## src/rbatd_pkg.sv

```systemverilog
// shared constants and types for the ring buffer and transmit dma block
package rbatd_pkg;
  localparam int          CLK_MHZ      = 250;
  localparam int          BIT_NS       = 100;
  localparam int          BIT_CYC      = (BIT_NS * CLK_MHZ) / 1000;
  localparam int          IFG_NS       = 6400;
  localparam int          IFG_CYC      = (IFG_NS * CLK_MHZ + 999) / 1000;
  localparam int          SLOT_BITS    = 512;
  localparam int          SLOT_CYC_DEF = SLOT_BITS * BIT_CYC;
  localparam int          BACKOFF_MAXK = 10;
  localparam logic [3:0]  NCR_LAST     = 4'hf;
  localparam logic [2:0]  PRE_SFD_IDX  = 3'h6;
  localparam logic [2:0]  PRE_LAST_IDX = 3'h7;
  localparam logic [7:0]  PRE_BYTE     = 8'h55;
  localparam logic [7:0]  SFD_BYTE     = 8'hd5;
  localparam logic [31:0] CRC_POLY     = 32'hedb8_8320;
  localparam logic [31:0] CRC_INIT     = 32'hffff_ffff;
  localparam logic [5:0]  CRC_BITS     = 6'h20;
  localparam logic [7:0]  TSR_RESET    = 8'h00;
  localparam int          TSR_PTX_BIT  = 0;
  localparam int          TSR_COL_BIT  = 2;
  localparam int          TSR_ABT_BIT  = 3;
  localparam logic [15:0] HDR_NEXT_OFS = 16'h0001;
  localparam logic [1:0]  HDR_LAST_RD  = 2'h3;

  typedef enum logic [3:0] {
    RBATD_IDLE    = 4'h0,
    RBATD_HDR     = 4'h1,
    RBATD_SP_RD   = 4'h3,
    RBATD_SP_WAIT = 4'h2,
    RBATD_TX_WAIT = 4'h6,
    RBATD_TX_PRE  = 4'h7,
    RBATD_TX_DATA = 4'h5,
    RBATD_TX_CRC  = 4'h4
  } rbatd_state_e;
endpackage : rbatd_pkg

```

## src/rbatd_bo_if.sv

```systemverilog
// backoff request and status between the dma core and its backoff timer
`timescale 1ns/100ps
interface rbatd_bo_if;
  logic       start;
  logic [3:0] attempt;
  logic       done;
  modport core  (output start, output attempt, input done);
  modport timer (input start, input attempt, output done);
endinterface : rbatd_bo_if

```

## src/rbatd_backoff.sv

```systemverilog
// truncated binary exponential backoff timer
`timescale 1ns/100ps
module rbatd_backoff #(
  parameter int SLOT_CYC = rbatd_pkg::SLOT_CYC_DEF
) (
  input  wire logic  i_clk,
  input  wire logic  i_resetn,
  rbatd_bo_if.timer  bo
);
  import rbatd_pkg::*;

  logic [15:0] lfsr_r, lfsr_nxt;
  logic [9:0]  slots_r, slots_nxt;
  logic [23:0] cnt_r, cnt_nxt;
  logic        run_r, run_nxt;
  logic [9:0]  mask;

  always_comb begin
    lfsr_nxt  = {lfsr_r[14:0], lfsr_r[15] ^ lfsr_r[13] ^ lfsr_r[12] ^ lfsr_r[10]};
    slots_nxt = slots_r;
    cnt_nxt   = cnt_r;
    run_nxt   = run_r;
    // k is capped at ten, so at most 1023 slot times
    mask = (bo.attempt >= 4'(BACKOFF_MAXK)) ? 10'h3ff : 10'((11'h001 << bo.attempt) - 11'h001);
    if (bo.start) begin
      slots_nxt = lfsr_r[9:0] & mask;
      cnt_nxt   = 24'h00_0000;
      run_nxt   = 1'b1;
    end else if (run_r) begin
      if (slots_r == 10'h000) begin
        run_nxt = 1'b0;
      end else if (cnt_r == 24'(SLOT_CYC - 1)) begin
        cnt_nxt   = 24'h00_0000;
        slots_nxt = slots_r - 10'h001;
      end else begin
        cnt_nxt = cnt_r + 24'h00_0001;
      end
    end
  end

  always_ff @(posedge i_clk) begin
    if (!i_resetn) begin
      lfsr_r  <= 16'hace1;
      slots_r <= 10'h000;
      cnt_r   <= 24'h00_0000;
      run_r   <= 1'b0;
    end else begin
      lfsr_r  <= lfsr_nxt;
      slots_r <= slots_nxt;
      cnt_r   <= cnt_nxt;
      run_r   <= run_nxt;
    end
  end

  assign bo.done = !run_r;
endmodule : rbatd_backoff

```

## src/rbatd_top.sv

```systemverilog
// receive ring pointer upkeep, header store, send packet and transmit dma
//
// What this block does
// - send packet reads header at read limit, starts remote channel, then frees pages
// - next page pointer is stored as second byte of every receive header
// - 16-bit little-endian header: status low, next page high, then count bytes
// - byte-swapped 16-bit mode swaps data bytes and count bytes alike
// - 8-bit mode stores status, next page, count low, count high, then data
// - transmit request clears transmit status and prefetches unless receiving
// - device makes preamble, sync and crc; byte count excludes them
// - transmit starts after 6.4 us gap, one byte buffered, backoff expired
// - carrier sense before first buffered byte abandons the transmit start
// - collision flushes buffer, rewinds pointers, sets collision flag, counts collisions
// - sixteenth collision aborts, sets abort flag, collision count reads zero
// - frame bytes go out in order, each least significant bit first
// - entering the read limit page denies the page so stored packets survive
// - on accept, header is written at the first page used by the packet
`timescale 1ns/100ps
module rbatd_top #(
  parameter int SLOT_CYC = rbatd_pkg::SLOT_CYC_DEF
) (
  input  wire logic        I_MCLK,
  input  wire logic        I_RESETN,
  input  wire logic        I_BYTE_SWAP_SELECT,
  input  wire logic        I_WORD_WIDTH_SELECT,
  input  wire logic [7:0]  I_RING_FIRST_PAGE,
  input  wire logic [7:0]  I_RING_END_PAGE,
  input  wire logic        I_RING_READ_LIMIT_WR,
  input  wire logic [7:0]  I_RING_READ_LIMIT_DATA,
  output logic      [7:0]  O_RING_READ_LIMIT_PAGE,
  input  wire logic        I_SEND_PKT,
  input  wire logic        I_REMOTE_DONE,
  output logic             O_REMOTE_GO,
  output logic      [7:0]  O_REMOTE_START_ADDR_LOW,
  output logic      [7:0]  O_REMOTE_START_ADDR_HIGH,
  output logic      [15:0] O_REMOTE_COUNT,
  input  wire logic        I_RX_PAGE_REQ,
  input  wire logic [7:0]  I_RX_PAGE,
  output logic             O_RX_PAGE_DENY,
  input  wire logic        I_RX_ACCEPT,
  input  wire logic [7:0]  I_RING_WRITE_PAGE,
  input  wire logic [7:0]  I_RX_NEXT_PAGE,
  input  wire logic [7:0]  I_RX_STATUS,
  input  wire logic [15:0] I_RX_COUNT,
  input  wire logic        I_RX_WR,
  input  wire logic [15:0] I_RX_ADDR,
  input  wire logic [15:0] I_RX_WORD,
  output logic             O_RX_WR_READY,
  input  wire logic [7:0]  I_TX_PAGE_START,
  input  wire logic [7:0]  I_TX_COUNT_LOW,
  input  wire logic [7:0]  I_TX_COUNT_HIGH,
  input  wire logic        I_TX_REQUEST,
  input  wire logic        I_RECEIVING,
  input  wire logic        I_CRS,
  input  wire logic        I_COL,
  output logic             O_TXD,
  output logic             O_TX_EN,
  output logic      [7:0]  O_TX_STATUS_REG,
  output logic      [3:0]  O_COLLISION_COUNT_REG,
  output logic             O_TX_DONE,
  output logic             O_BUSY,
  output logic             O_MEM_REQ,
  output logic             O_MEM_WE,
  output logic             O_MEM_WIDE,
  output logic      [15:0] O_MEM_ADDR,
  output logic      [15:0] O_MEM_WDATA,
  input  wire logic        I_MEM_ACK,
  input  wire logic [15:0] I_MEM_RDATA
);
  import rbatd_pkg::*;

  // byte at a byte address out of a fetched word, honouring width and swap
  function automatic logic [7:0] pick_byte(input logic [15:0] w, input logic a0, input logic wide,
                                           input logic swap);
    pick_byte = (wide && (a0 ^ swap)) ? w[15:8] : w[7:0];
  endfunction : pick_byte

  rbatd_bo_if bo ();
  rbatd_backoff #(.SLOT_CYC(SLOT_CYC)) u_backoff (.i_clk(I_MCLK), .i_resetn(I_RESETN), .bo(bo));

  rbatd_state_e st_r, st_nxt;
  logic [7:0]  bnd_r, bnd_nxt, hnext_r, hnext_nxt, hstat_r, hstat_nxt, hpage_r, hpage_nxt;
  logic [15:0] hcnt_r, hcnt_nxt, rcnt_r, rcnt_nxt;
  logic [7:0]  rnext_r, rnext_nxt, tsr_r, tsr_nxt, nb_r, nb_nxt, sh_r, sh_nxt;
  logic        hpend_r, hpend_nxt, go_r, go_nxt, done_r, done_nxt, nbv_r, nbv_nxt;
  logic [1:0]  step_r, step_nxt;
  logic        req_r, req_nxt, we_r, we_nxt, wide_r, wide_nxt, txd_r, txd_nxt, txen_r, txen_nxt;
  logic [15:0] addr_r, addr_nxt, wdata_r, wdata_nxt, fidx_r, fidx_nxt, left_r, left_nxt;
  logic [3:0]  ncr_r, ncr_nxt;
  logic [4:0]  bdiv_r, bdiv_nxt;
  logic [10:0] ifg_r, ifg_nxt;
  logic [5:0]  bitc_r, bitc_nxt;
  logic [2:0]  prec_r, prec_nxt;
  logic [31:0] crc_r, crc_nxt;
  logic        bit_en, ifg_done, in_tx, on_line, ack;
  logic [15:0] tcount;

  assign tcount   = {I_TX_COUNT_HIGH, I_TX_COUNT_LOW};
  assign bit_en   = (bdiv_r == 5'(BIT_CYC - 1));
  assign ifg_done = (ifg_r == 11'(IFG_CYC));
  assign in_tx    = (st_r == RBATD_TX_WAIT) || on_line;
  assign on_line  = (st_r == RBATD_TX_PRE) || (st_r == RBATD_TX_DATA) || (st_r == RBATD_TX_CRC);
  assign ack      = req_r && I_MEM_ACK;

  always_comb begin
    st_nxt = st_r;  bnd_nxt = bnd_r;  hnext_nxt = hnext_r;  hstat_nxt = hstat_r;
    hpage_nxt = hpage_r;  hcnt_nxt = hcnt_r;  hpend_nxt = hpend_r;  rcnt_nxt = rcnt_r;
    rnext_nxt = rnext_r;  tsr_nxt = tsr_r;  nb_nxt = nb_r;  nbv_nxt = nbv_r;  sh_nxt = sh_r;
    step_nxt = step_r;  req_nxt = req_r;  we_nxt = we_r;  wide_nxt = wide_r;  addr_nxt = addr_r;
    wdata_nxt = wdata_r;  fidx_nxt = fidx_r;  left_nxt = left_r;  ncr_nxt = ncr_r;
    txd_nxt = txd_r;  txen_nxt = txen_r;  bitc_nxt = bitc_r;  prec_nxt = prec_r;  crc_nxt = crc_r;
    go_nxt = 1'b0;  done_nxt = 1'b0;  bo.start = 1'b0;  bo.attempt = ncr_r;
    bdiv_nxt = bit_en ? 5'h00 : bdiv_r + 5'h01;
    // gap timer restarts whenever the medium or our own transmitter is busy
    if (I_CRS || txen_r) ifg_nxt = 11'h000;
    else if (!ifg_done) ifg_nxt = ifg_r + 11'h001;
    else ifg_nxt = ifg_r;
    if (ack) req_nxt = 1'b0;

    case (st_r)
      RBATD_IDLE: begin
        if (hpend_r) begin
          st_nxt   = RBATD_HDR;
          step_nxt = 2'h0;
        end else if (I_TX_REQUEST) begin
          tsr_nxt  = TSR_RESET;
          ncr_nxt  = 4'h0;
          fidx_nxt = 16'h0000;
          nbv_nxt  = 1'b0;
          st_nxt   = RBATD_TX_WAIT;
        end else if (I_SEND_PKT) begin
          st_nxt   = RBATD_SP_RD;
          step_nxt = 2'h1;
        end else if (I_RX_WR && !req_r) begin
          req_nxt   = 1'b1;
          we_nxt    = 1'b1;
          wide_nxt  = I_WORD_WIDTH_SELECT;
          addr_nxt  = I_RX_ADDR;
          wdata_nxt = (I_WORD_WIDTH_SELECT && I_BYTE_SWAP_SELECT) ?
                      {I_RX_WORD[7:0], I_RX_WORD[15:8]} : I_RX_WORD;
        end
      end
      RBATD_HDR: if (!req_r) begin
        if ((step_r == 2'h2 && I_WORD_WIDTH_SELECT) || (step_r == 2'h0 && hpend_r == 1'b0)) begin
          st_nxt = RBATD_IDLE;
        end else begin
          req_nxt  = 1'b1;
          we_nxt   = 1'b1;
          wide_nxt = I_WORD_WIDTH_SELECT;
          step_nxt = step_r + 2'h1;
          if (step_r == HDR_LAST_RD && !I_WORD_WIDTH_SELECT) hpend_nxt = 1'b0;
          if (I_WORD_WIDTH_SELECT) begin
            addr_nxt  = {hpage_r, 6'h00, step_r[0], 1'b0};
            // count bytes are swapped like data when the swap setting is on
            wdata_nxt = (step_r == 2'h0) ? {hnext_r, hstat_r} :
                        (I_BYTE_SWAP_SELECT ? {hcnt_r[7:0], hcnt_r[15:8]} : hcnt_r);
            if (step_r == 2'h1) hpend_nxt = 1'b0;
          end else begin
            addr_nxt = {hpage_r, 6'h00, step_r};
            case (step_r)
              2'h0:    wdata_nxt = {8'h00, hstat_r};
              2'h1:    wdata_nxt = {8'h00, hnext_r};
              2'h2:    wdata_nxt = {8'h00, hcnt_r[7:0]};
              default: wdata_nxt = {8'h00, hcnt_r[15:8]};
            endcase
          end
        end
      end
      RBATD_SP_RD: begin
        if (ack) begin
          case (step_r)
            2'h1:    rnext_nxt = pick_byte(I_MEM_RDATA, addr_r[0], wide_r, I_BYTE_SWAP_SELECT);
            2'h2:    rcnt_nxt[7:0] = pick_byte(I_MEM_RDATA, addr_r[0], wide_r, I_BYTE_SWAP_SELECT);
            default: rcnt_nxt[15:8] = pick_byte(I_MEM_RDATA, addr_r[0], wide_r, I_BYTE_SWAP_SELECT);
          endcase
          step_nxt = step_r + 2'h1;
          if (step_r == HDR_LAST_RD) begin
            go_nxt = 1'b1;
            st_nxt = RBATD_SP_WAIT;
          end
        end else if (!req_r) begin
          req_nxt  = 1'b1;
          we_nxt   = 1'b0;
          wide_nxt = I_WORD_WIDTH_SELECT;
          addr_nxt = {bnd_r, 8'h00} + {14'h0000, step_r};
        end
      end
      RBATD_SP_WAIT: if (I_REMOTE_DONE) begin
        // free pages up to the one before the next packet, wrapping the ring
        bnd_nxt = (rnext_r - 8'h01 < I_RING_FIRST_PAGE) ? I_RING_END_PAGE - 8'h01 :
                  rnext_r - 8'h01;
        st_nxt  = RBATD_IDLE;
      end
      RBATD_TX_WAIT: begin
        if (I_CRS && !nbv_r) begin
          st_nxt = RBATD_IDLE;
        end else if (ifg_done && nbv_r && bo.done && bit_en) begin
          st_nxt   = RBATD_TX_PRE;
          txen_nxt = 1'b1;
          // first bit leaves with the enable, so no stray partial bit leads the frame
          txd_nxt  = PRE_BYTE[0];
          sh_nxt   = PRE_BYTE;
          bitc_nxt = 6'h01;
          prec_nxt = 3'h0;
          crc_nxt  = CRC_INIT;
          left_nxt = tcount;
        end
      end
      RBATD_TX_PRE, RBATD_TX_DATA: if (bit_en) begin
        txd_nxt  = sh_r[bitc_r[2:0]];
        bitc_nxt = bitc_r + 6'h01;
        if (st_r == RBATD_TX_DATA)
          crc_nxt = {1'b0, crc_r[31:1]} ^ ((crc_r[0] ^ sh_r[bitc_r[2:0]]) ? CRC_POLY : 32'h0000_0000);
        if (bitc_r[2:0] == 3'h7) begin
          bitc_nxt = 6'h00;
          prec_nxt = prec_r + 3'h1;
          if (st_r == RBATD_TX_PRE && prec_r == PRE_SFD_IDX) begin
            sh_nxt = SFD_BYTE;
          end else if (st_r == RBATD_TX_PRE && prec_r != PRE_LAST_IDX) begin
            sh_nxt = PRE_BYTE;
          end else if (left_r == 16'h0000) begin
            st_nxt = RBATD_TX_CRC;
          end else begin
            st_nxt   = RBATD_TX_DATA;
            sh_nxt   = nb_r;
            nbv_nxt  = 1'b0;
            left_nxt = left_r - 16'h0001;
          end
        end
      end
      RBATD_TX_CRC: if (bit_en) begin
        if (bitc_r == CRC_BITS) begin
          txen_nxt = 1'b0;
          txd_nxt  = 1'b0;
          tsr_nxt[TSR_PTX_BIT] = 1'b1;
          done_nxt = 1'b1;
          st_nxt   = RBATD_IDLE;
        end else begin
          txd_nxt  = ~crc_r[bitc_r[4:0]];
          bitc_nxt = bitc_r + 6'h01;
        end
      end
      default: st_nxt = RBATD_IDLE;
    endcase

    // prefetch holds one byte ahead; the line stalls nothing if memory is slow
    if (in_tx && ack) begin
      nb_nxt   = pick_byte(I_MEM_RDATA, addr_r[0], wide_r, I_BYTE_SWAP_SELECT);
      nbv_nxt  = 1'b1;
      fidx_nxt = fidx_r + 16'h0001;
    end else if (in_tx && !req_r && !nbv_r && fidx_r < tcount && !I_RECEIVING) begin
      req_nxt  = 1'b1;
      we_nxt   = 1'b0;
      wide_nxt = I_WORD_WIDTH_SELECT;
      addr_nxt = {I_TX_PAGE_START, 8'h00} + fidx_r;
    end

    if (on_line && I_COL) begin
      txen_nxt = 1'b0;
      txd_nxt  = 1'b0;
      nbv_nxt  = 1'b0;
      fidx_nxt = 16'h0000;
      req_nxt  = 1'b0;
      tsr_nxt[TSR_COL_BIT] = 1'b1;
      if (ncr_r == NCR_LAST) begin
        tsr_nxt[TSR_ABT_BIT] = 1'b1;
        ncr_nxt  = 4'h0;
        done_nxt = 1'b1;
        st_nxt   = RBATD_IDLE;
      end else begin
        ncr_nxt    = ncr_r + 4'h1;
        bo.start   = 1'b1;
        bo.attempt = ncr_r + 4'h1;
        st_nxt     = RBATD_TX_WAIT;
      end
    end

    if (I_RING_READ_LIMIT_WR) bnd_nxt = I_RING_READ_LIMIT_DATA;
    // a header arriving while the last one is still queued wins
    if (I_RX_ACCEPT) begin
      hpend_nxt = 1'b1;
      hpage_nxt = I_RING_WRITE_PAGE;
      hnext_nxt = I_RX_NEXT_PAGE;
      hstat_nxt = I_RX_STATUS;
      hcnt_nxt  = I_RX_COUNT;
    end
  end

  always_ff @(posedge I_MCLK) begin
    if (!I_RESETN) begin
      st_r <= RBATD_IDLE;  bnd_r <= 8'h00;  hnext_r <= 8'h00;  hstat_r <= 8'h00;  hpage_r <= 8'h00;
      hcnt_r <= 16'h0000;  hpend_r <= 1'b0;  rcnt_r <= 16'h0000;  rnext_r <= 8'h00;
      tsr_r <= TSR_RESET;  nb_r <= 8'h00;  nbv_r <= 1'b0;  sh_r <= 8'h00;  step_r <= 2'h0;
      req_r <= 1'b0;  we_r <= 1'b0;  wide_r <= 1'b0;  addr_r <= 16'h0000;  wdata_r <= 16'h0000;
      fidx_r <= 16'h0000;  left_r <= 16'h0000;  ncr_r <= 4'h0;  txd_r <= 1'b0;  txen_r <= 1'b0;
      bitc_r <= 6'h00;  prec_r <= 3'h0;  crc_r <= CRC_INIT;  go_r <= 1'b0;  done_r <= 1'b0;
      bdiv_r <= 5'h00;  ifg_r <= 11'h000;
    end else begin
      st_r <= st_nxt;  bnd_r <= bnd_nxt;  hnext_r <= hnext_nxt;  hstat_r <= hstat_nxt;
      hpage_r <= hpage_nxt;  hcnt_r <= hcnt_nxt;  hpend_r <= hpend_nxt;  rcnt_r <= rcnt_nxt;
      rnext_r <= rnext_nxt;  tsr_r <= tsr_nxt;  nb_r <= nb_nxt;  nbv_r <= nbv_nxt;  sh_r <= sh_nxt;
      step_r <= step_nxt;  req_r <= req_nxt;  we_r <= we_nxt;  wide_r <= wide_nxt;
      addr_r <= addr_nxt;  wdata_r <= wdata_nxt;  fidx_r <= fidx_nxt;  left_r <= left_nxt;
      ncr_r <= ncr_nxt;  txd_r <= txd_nxt;  txen_r <= txen_nxt;  bitc_r <= bitc_nxt;
      prec_r <= prec_nxt;  crc_r <= crc_nxt;  go_r <= go_nxt;  done_r <= done_nxt;
      bdiv_r <= bdiv_nxt;  ifg_r <= ifg_nxt;
    end
  end

  assign O_RX_PAGE_DENY = I_RX_PAGE_REQ && (I_RX_PAGE == bnd_r);
  assign O_RX_WR_READY  = (st_r == RBATD_IDLE) && !hpend_r && !req_r && !I_TX_REQUEST && !I_SEND_PKT;
  assign O_RING_READ_LIMIT_PAGE   = bnd_r;
  assign O_REMOTE_GO              = go_r;
  assign O_REMOTE_START_ADDR_LOW  = 8'h00;
  assign O_REMOTE_START_ADDR_HIGH = bnd_r;
  assign O_REMOTE_COUNT           = rcnt_r;
  assign O_TXD                    = txd_r;
  assign O_TX_EN                  = txen_r;
  assign O_TX_STATUS_REG          = tsr_r;
  assign O_COLLISION_COUNT_REG    = ncr_r;
  assign O_TX_DONE                = done_r;
  assign O_BUSY                   = (st_r != RBATD_IDLE);
  assign O_MEM_REQ                = req_r;
  assign O_MEM_WE                 = we_r;
  assign O_MEM_WIDE               = wide_r;
  assign O_MEM_ADDR               = addr_r;
  assign O_MEM_WDATA              = wdata_r;
endmodule : rbatd_top

```

## config.mk

```make
export PLATFORM = sky130hd
export DESIGN_NAME = rbatd_top
export DESIGN_NICKNAME = d
export VERILOG_FILES = /design/src/rbatd_pkg.sv /design/src/rbatd_bo_if.sv /design/src/rbatd_backoff.sv /design/src/rbatd_top.sv
export SDC_FILE = /design/constraint.sdc
export NUM_CORES = 1
export LEC_CHECK = 0
export BUFFER_PORTS_ARGS = -buffer_cell sky130_fd_sc_hd__buf_2
export CORE_MARGIN = 3
export CORE_UTILIZATION = 49
export DETAILED_ROUTE_END_ITERATION = 12
export HOLD_SLACK_MARGIN = 0.03
export MAX_ROUTING_LAYER = met4
export PLACE_DENSITY = 0.76
export SYNTH_ARGS = -nofsm -noshare
export SYNTH_HDL_FRONTEND = slang
export SYNTH_SLANG_ARGS = --single-unit
```

## constraint.sdc

```tcl
create_clock -name I_MCLK -period 6 [get_ports I_MCLK]
set_input_delay 0.9 -clock I_MCLK [delete_from_list [all_inputs] [get_ports I_MCLK]]
set_output_delay 0.9 -clock I_MCLK [all_outputs]
set_load 0.01 [all_outputs]
```

==> results of run 1 <==
[metal layers]
metal	vias to the layer above	global-route usage	share of wire
li1	6839	-	-
met1	6754	0.349	0.44
met2	577	0.414	0.47
met3	58	0.0391	0.073
met4	0	0.0725	0.020
met5	-	-	0
[through the flow]
stage                     utilization  power [W]  hold slack [ns]  setup slack (ns)
final                           0.576    0.00514            0.415              2.34
after CTS                       0.576    0.00515            0.422              2.47
after floorplan                     -    0.00288            0.386              2.88
after detailed placement        0.542    0.00324            0.403              2.48
after global routing            0.576    0.00537            0.458              1.95
after global placement          0.542    0.00322            0.394              2.54
[sequential cells by signal, indices dropped and copies added (netlist names), 10 cells and up]
name and cells:
O_MEM_ADDR 16, O_MEM_WDATA 16, O_REMOTE_COUNT 16, crc_r 32
fidx_r 16, hcnt_r 16, ifg_r 11, left_r 16
u_backoff.cnt_r 24, u_backoff.lfsr_r 16, u_backoff.slots_r 10
[cells in the final DEF (no fill, tap or decap), drive strengths merged, types with 16 or more instances in the layout]
master,Yosys,layout
dfxtp,281,281
buf,39,253
nor2,247,247
nand2,148,148
o21ai,126,126
a21oi,85,85
nor3,77,77
mux2i,76,76
inv,62,65
nand3,62,62
a211oi,55,55
xor2,52,52
ha,52,52
clkbuf,103,41
xnor2,34,34
nand4,24,24
and2,24,24
a222oi,23,23
or3,16,16
nor4,16,16
[cells by family (layout without fill, tap and decap cells)]
logic type,count (synthesis),after routing,synth area share
fa+ha+maj,53,53,0.0446
flops,281,281,0.374
buf+inv,205,370,0.0589
compound gates,412,412,0.182
simple gates,694,694,0.218
xor+xnor,86,86,0.0501
mux,93,93,0.0723
other cells,1,18,0.000249
[worst paths after layout]
path                                      startpoint                   end
worst max-delay path                         st_r[1]  u_backoff.slots_r[4]
worst min-delay path            u_backoff.lfsr_r[14]  u_backoff.lfsr_r[15]
worst max register to register               st_r[1]  u_backoff.slots_r[4]
worst min register to register  u_backoff.lfsr_r[14]  u_backoff.lfsr_r[15]
[final cells by class]
type,instances,area [um^2],share of cell area
timing repair buffer,253,1300,0.0754
tap,390,488,0.0283
clock inverter,13,164,0.00949
clock buffer,41,853,0.0494
antenna,5,12.5,0.000725
inverter,63,239,0.0138
multi-input combinational,1351,8580,0.497
sequential,281,5630,0.326
[worst max-delay path, stage by stage (launching register included)]
cell and delay (ns):
dfxtp_1 0.72, nor2b_1 0.59, nor2_1 0.29, a31oi_1 0.50, nor2_1 0.11, nand2_1 0.12, ha_1 0.38, nor2_1 0.11
o21ai_0 0.15, nand4_1 0.10, nor2_1 0.12, o31ai_1 0.11, a21oi_1 0.16, o211a_1 0.14
[power groups by stage]
| stage | clock network [W] | registers, W | logic, W |
|---|---|---|---|
| 6_report | 0.00190 | 0.00212 | 0.00111 |
| 3_3_place_gp | 0 | 0.00215 | 0.00107 |
| 4_1_cts | 0.00194 | 0.00212 | 0.00109 |
| 2_1_floorplan | 0 | 0.00213 | 0.000756 |
| 5_1_grt | 0.00201 | 0.00213 | 0.00122 |
| 3_5_place_dp | 0 | 0.00216 | 0.00108 |
==> out/qor.yml, run 1 <==
clock_network:
  htreeDepth: 1
  clock_path_buffers: 3
  post_cts_resize_count: 0
  cts_setup_buffers: 0
  cts.root.buffer_cell: "clkbuf_16"
  holdBufCountCts: 0
  clock_latency_ns: 0.56
  cts.sink_count: 281
  path_clk_slew_ns: 0.06
  cts_buffers: 31
  cts_tree: "done"
power_and_ir_drop:
  power_density_nw_per_um2: 297
  p_sw_w: 0.00162
  power.internal_w: 0.00352
  p_leak_nw: 7.22
  ir_drop_uv: 243
  switching_share: 0.315
  pwr-share-clk: 0.371
  pwr-share-comb: 0.216
  seq_power_share: 0.414
sta:
  rsz0062_at_grt: "no"
  slew_viol_final: 0
  tightest_slew_ns: 1.18
  fin_crit_sh: 0.610
  slew_headroom: 0.215
  hold_viol: 0
  fin_crit_ns: 3.66
  finalClockSkew_ns: 0.0120
  setup_viol: 0
  timing.fmax_mhz: 273
  tns_ns: 0
job:
  maxCapViolCount: 0
layout:
  nFillCells: 2719
  final_cell_area_um2: 17300
  finalNonFillerCells: 2397
  final_layout_size_suffix_gt1_frac: 0.170
  nets: 2193
  syn_to_final_growth_pct: 14.8
place:
  placedInstanceArea_um2: 16200
  numPlacedInstances: 2338
  place.gp.congestion: 0.947
  hpwl_mm: 31.7
  port_buffers: 239
worst_setup_path:
  ff2ff_setup_slack_ns: 2.34
  critPathKind: "flop to flop"
  crit_fanout: 18
  cp-end-kind: "flop"
  crit_path_start_kind: "flop"
  cp.arrival_ns: 4.16
  required_ns: 6.49
  worst_r2r_path_depth: 13
floorplan:
  rows: 63
  core_area_um2: 30000
  start_util: 0.502
  dieArea_um2: 32800
  chipHeight_um: 181
  die_x_um: 181
  boundaryPins: 253
yosys:
  synth_ff_type: "dfxtp_1"
  yosysMostFrequentCell: "dfxtp_1"
  syn-mean-instance-area_um2: 8.24
  ys_seq_elements: 281
  ys_warn_count: 0
  synth_largest_area_cell: "dfxtp_1"
  synth_cell_type_count: 82
  synth_top_area_frac: 0.374
  synth_common_cells: "281 x dfxtp_1, 247 x nor2_1, 148 x nand2_1, 124 x o21ai_0, 103 x clkbuf_1"
  synthCells: 1825
  synth-edff-count: 0
  ys_seq_area_frac: 0.374
  synthArstFlopShare: 0
  synth_area_leaders: "dfxtp_1 37%, nor2_1 6.2%, mux2i_1 5.1%, ha_1 4.3%, o21ai_0 4.1%"
  syn_area_um2: 15000
global_route:
  grt_pass1_wl_mm: 70.1
  grt_pass1_vias: 13500
  grt.overflow.total: 0
  antenna_found_initial: 5
  grt_max_degree: 94
  grt_usage: 0.261
routing:
  drc: 0
  first_pass_iters: 8
  vias: 14200
  routedWlPerCell_um: 18.3
  final_antenna_net_count: 0
  wirelength_mm: 43.9
  vias_per_cell: 5.94
  drt_iter0_markers: 1439
hold_path:
  hp-class: "flop to flop"
  hold_depth: 1
status:
  status: "finished clean"
Note: power is estimated with default switching activity, not from simulation.
==> run 2: changes to the inputs <==
--- a/config.mk
+++ b/config.mk
@@ -5,13 +5,14 @@
 export SDC_FILE = /design/constraint.sdc
 export NUM_CORES = 1
 export LEC_CHECK = 0
+export ABC_AREA = 1
 export BUFFER_PORTS_ARGS = -buffer_cell sky130_fd_sc_hd__buf_2
 export CORE_MARGIN = 3
 export CORE_UTILIZATION = 49
 export DETAILED_ROUTE_END_ITERATION = 12
 export HOLD_SLACK_MARGIN = 0.03
 export MAX_ROUTING_LAYER = met4
-export PLACE_DENSITY = 0.76
+export PLACE_DENSITY = 0.78
 export SYNTH_ARGS = -nofsm -noshare
 export SYNTH_HDL_FRONTEND = slang
 export SYNTH_SLANG_ARGS = --single-unit
==> constraint.sdc (replaced) <==
create_clock -name I_MCLK -period 3.25 [get_ports I_MCLK]
set_input_delay 0.4875 -clock I_MCLK [delete_from_list [all_inputs] [get_ports I_MCLK]]
set_output_delay 0.4875 -clock I_MCLK [all_outputs]
set_load 0.01 [all_outputs]
==> run 2 against run 1 <==
Clock power is 110% higher. First-iteration DRC count is 8.5% higher. Global-route usage rose by 1.1 points. Highest routed layer unchanged. Sequential power increased by 100%. Synthesized cell count grew 30%. Cell area grew 6.5%. Die area grew 5.3%. Sequential cell count is the same.
==> out/qor.yml, run 2 <==
routing:
  vias_per_cell: 5.52  # -7.0%
  drc: 0  # unchanged
  vias: 16500  # +16%
  final_antenna_net_count: 0  # unchanged
  wirelength_mm: 47.3  # +7.7%
  drt_iter0_markers: 1562  # +8.5%
  routedWlPerCell_um: 15.8  # -14%
  first_pass_iters: 6  # -2
yosys:
  syn_area_um2: 15900  # +5.5%
  syn-mean-instance-area_um2: 6.69  # -19%
  synth_area_leaders: "dfxtp_1 35%, nand2_1 11%, o21ai_0 9.0%, inv_1 6.7%, nor2_1 6.3%"
  synth_cell_type_count: 55  # -33%
  synthCells: 2370  # +30%
  ys_warn_count: 0  # unchanged
  synth_common_cells: "460 x nand2_1, 285 x o21ai_0, 282 x inv_1, 281 x dfxtp_1, 266 x nor2_1"
  ys_seq_elements: 281  # unchanged
  synth_largest_area_cell: "dfxtp_1"
  synth-edff-count: 0  # unchanged
  yosysMostFrequentCell: "nand2_1"
  synth_top_area_frac: 0.355  # -0.0194
  synthArstFlopShare: 0  # unchanged
  ys_seq_area_frac: 0.355  # -0.0194
  synth_ff_type: "dfxtp_1"
layout:
  final_cell_area_um2: 18400  # +6.5%
  largest_register: "crc_r"
  multiInputGateArea_um2: 8590  # about the same
  largest_register_ffs: 32  # unchanged
  top_regs: "crc_r: 32 flops, u_backoff.cnt_r: 24 flops"
  register_area_um2: 5630  # unchanged
  final_common_cell: "nand2_1"
  syn_to_final_growth_pct: 16.0
  final_layout_size_suffix_gt1_frac: 0.150  # -0.0205
  nets: 2772  # +26%
  nFillCells: 3008  # +11%
  layout_common_cells: "460 x nand2_1, 285 x o21ai_0, 282 x inv_1"
  fin_util: 0.580  # +0.00356
power_and_ir_drop:
  seq_power_share: 0.354  # -0.060
  pwr-share-clk: 0.334  # -0.037
  p_sw_w: 0.00431  # +170%
  power.internal_w: 0.00772  # +120%
  power_density_nw_per_um2: 654  # +120%
  switching_share: 0.358  # +0.0428
  ir_drop_uv: 461  # +90%
  pwr-share-comb: 0.312  # +0.096
  p_leak_nw: 8.52  # +18%
sta:
  fin_crit_ns: 2.76  # -0.903 ns
  holdWs_ns: 0.152  # -0.263 ns
  slew_headroom: 0.527  # +0.312
  setup_viol: 0  # unchanged
  tightest_slew_ns: 0.707  # -0.470 ns
  hold_viol: 0  # unchanged
  tns_ns: 0  # unchanged
  finalClockSkew_ns: 0.00948  # -0.00247 ns
  slew_viol_final: 0  # unchanged
  fin_crit_sh: 0.849  # +0.239
  timing.fmax_mhz: 363  # +33%
  rsz0062_at_grt: "no"
worst_setup_path:
  cp.arrival_ns: 3.20  # -0.96 ns
  cp-end-kind: "flop"
  required_ns: 3.70  # -2.79 ns
  crit_fanout: 15  # -3
  critPathKind: "flop to flop"
  crit_path_start_kind: "flop"
global_route:
  antenna_found_initial: 3  # -2
  grt_pass1_wl_mm: 75.6  # +7.8%
  grt.overflow.total: 0  # unchanged
  grt_max_degree: 96  # +2.1%
  grt_pass1_vias: 15200  # +13%
  grt_usage: 0.272  # +0.0109
clock_network:
  cts_tree: "done"
  holdBufCountCts: 0  # unchanged
  cts_setup_buffers: 0  # unchanged
  cts_buffers: 31  # unchanged
  path_clk_slew_ns: 0.06  # about the same
  clock_path_buffers: 3  # unchanged
  htreeDepth: 1  # unchanged
  cts.root.buffer_cell: "clkbuf_16"
  cts.sink_count: 281  # unchanged
  post_cts_resize_count: 0  # unchanged
  clock_latency_ns: 0.56  # about the same
floorplan:
  rows: 65  # +3.2%
  core_area_um2: 31700  # +5.9%
  chipHeight_um: 186  # +2.6%
  start_util: 0.500  # -0.00204
  die_x_um: 186  # +2.6%
  boundaryPins: 253  # unchanged
  dieArea_um2: 34600  # +5.3%
hold_path:
  hp-class: "primary input to flop"
place:
  placedInstanceArea_um2: 17200  # +6.0%
  hpwl_mm: 34.8  # +9.7%
  place.gp.congestion: 0.939  # -0.82%
  port_buffers: 239  # unchanged
status:
  status: "finished clean"
job:
  maxCapViolCount: 0  # unchanged
-- run 2: changes by cell type after synthesis, sizes merged, moves of 21 or more --
cell    before  now
inv         62  298
nor2       247  276
o21ai      126  287
a21oi       85  198
a211oi      55    6
nand2      148  463
a222oi      23    0
nor3        77   34
and2        24    1
nand3       62  131
mux2i       76    0
xor2        52   31
clkbuf     103   66
-- run 2: final timing paths --
path	start	end	slack, ns	cells past startpoint
worst min-delay path	I_RING_WRITE_PAGE[4]	hpage_r[4]	0.15	3
worst max-delay path	rnext_r[0]	O_REMOTE_START_ADDR_HIGH[4]	0.49	14
worst max register to register	rnext_r[0]	O_REMOTE_START_ADDR_HIGH[4]	0.49	14
worst min register to register	u_backoff.lfsr_r[14]	u_backoff.lfsr_r[15]	0.41	1
-- run 2: power by group through the flow --
| stage | combinational [W] | clock, W | sequential (W) |
|---|---|---|---|
| 2_1_floorplan | 0.00270 | 0 | 0.00426 |
| 3_3_place_gp | 0.00360 | 0 | 0.00430 |
| 3_5_place_dp | 0.00369 | 0 | 0.00431 |
| 4_1_cts | 0.00371 | 0.00407 | 0.00424 |
| 5_1_grt | 0.00424 | 0.00422 | 0.00430 |
| 6_report | 0.00375 | 0.00402 | 0.00425 |
-- run 2: stage by stage --
stage | setup WS [ns] | power, W | cells
after floorplan | 0.702 | 0.00696 | 2382
after global placement | 0.608 | 0.00790 | 2929
after detailed placement | 0.538 | 0.00800 | 2929
after CTS | 0.510 | 0.0120 | 2985
after global routing | 0.244 | 0.0128 | 2988
final | 0.491 | 0.0120 | 2988
-- run 2: critical path, stage by stage, from the launching register on --
cell       delay (ns)
dfxtp_1          0.33
nor3_1           0.29
nand3_1          0.17
nor3_1           0.22
xor2_1           0.23
inv_1            0.07
ha_1             0.29
inv_1            0.05
o31a_1           0.28
nand2_1          0.33
inv_1            0.11
nand2_1          0.07
nand3_1          0.07
o2111ai_1        0.10
inv_1            0.06
-- run 2: kinds of logic (layout without fill, tap and decap cells) --
kind of cell             after synthesis  after routing  synth area share
AO/OA/AOI/OAI                        579            579             0.199
XOR/XNOR                              46             46            0.0254
adder cells (fa/ha/maj)               53             53            0.0423
buffers and inverters                415            616             0.106
flip-flops                           281            281             0.355
multiplexers                           8              8           0.00568
other                                  1             16          0.000236
AND/OR/NAND/NOR                      987            987             0.266
-- run 2: layout make-up --
class	instances	area share
clock inverter	21	0.0191
sequential	281	0.306
clock buffer	35	0.0446
antenna	3	0.000408
tap	402	0.0273
timing repair buffer	260	0.0744
multi-input combinational	1686	0.467
inverter	300	0.0615
-- run 2: per-layer routing --
metal  track usage  up-vias  wire length, um
met1         0.348     7554            20200
met5             -        -                0
met3        0.0457      103             3910
met2         0.447      672            21800
met4        0.0745        0             1370
li1              -     8160                -
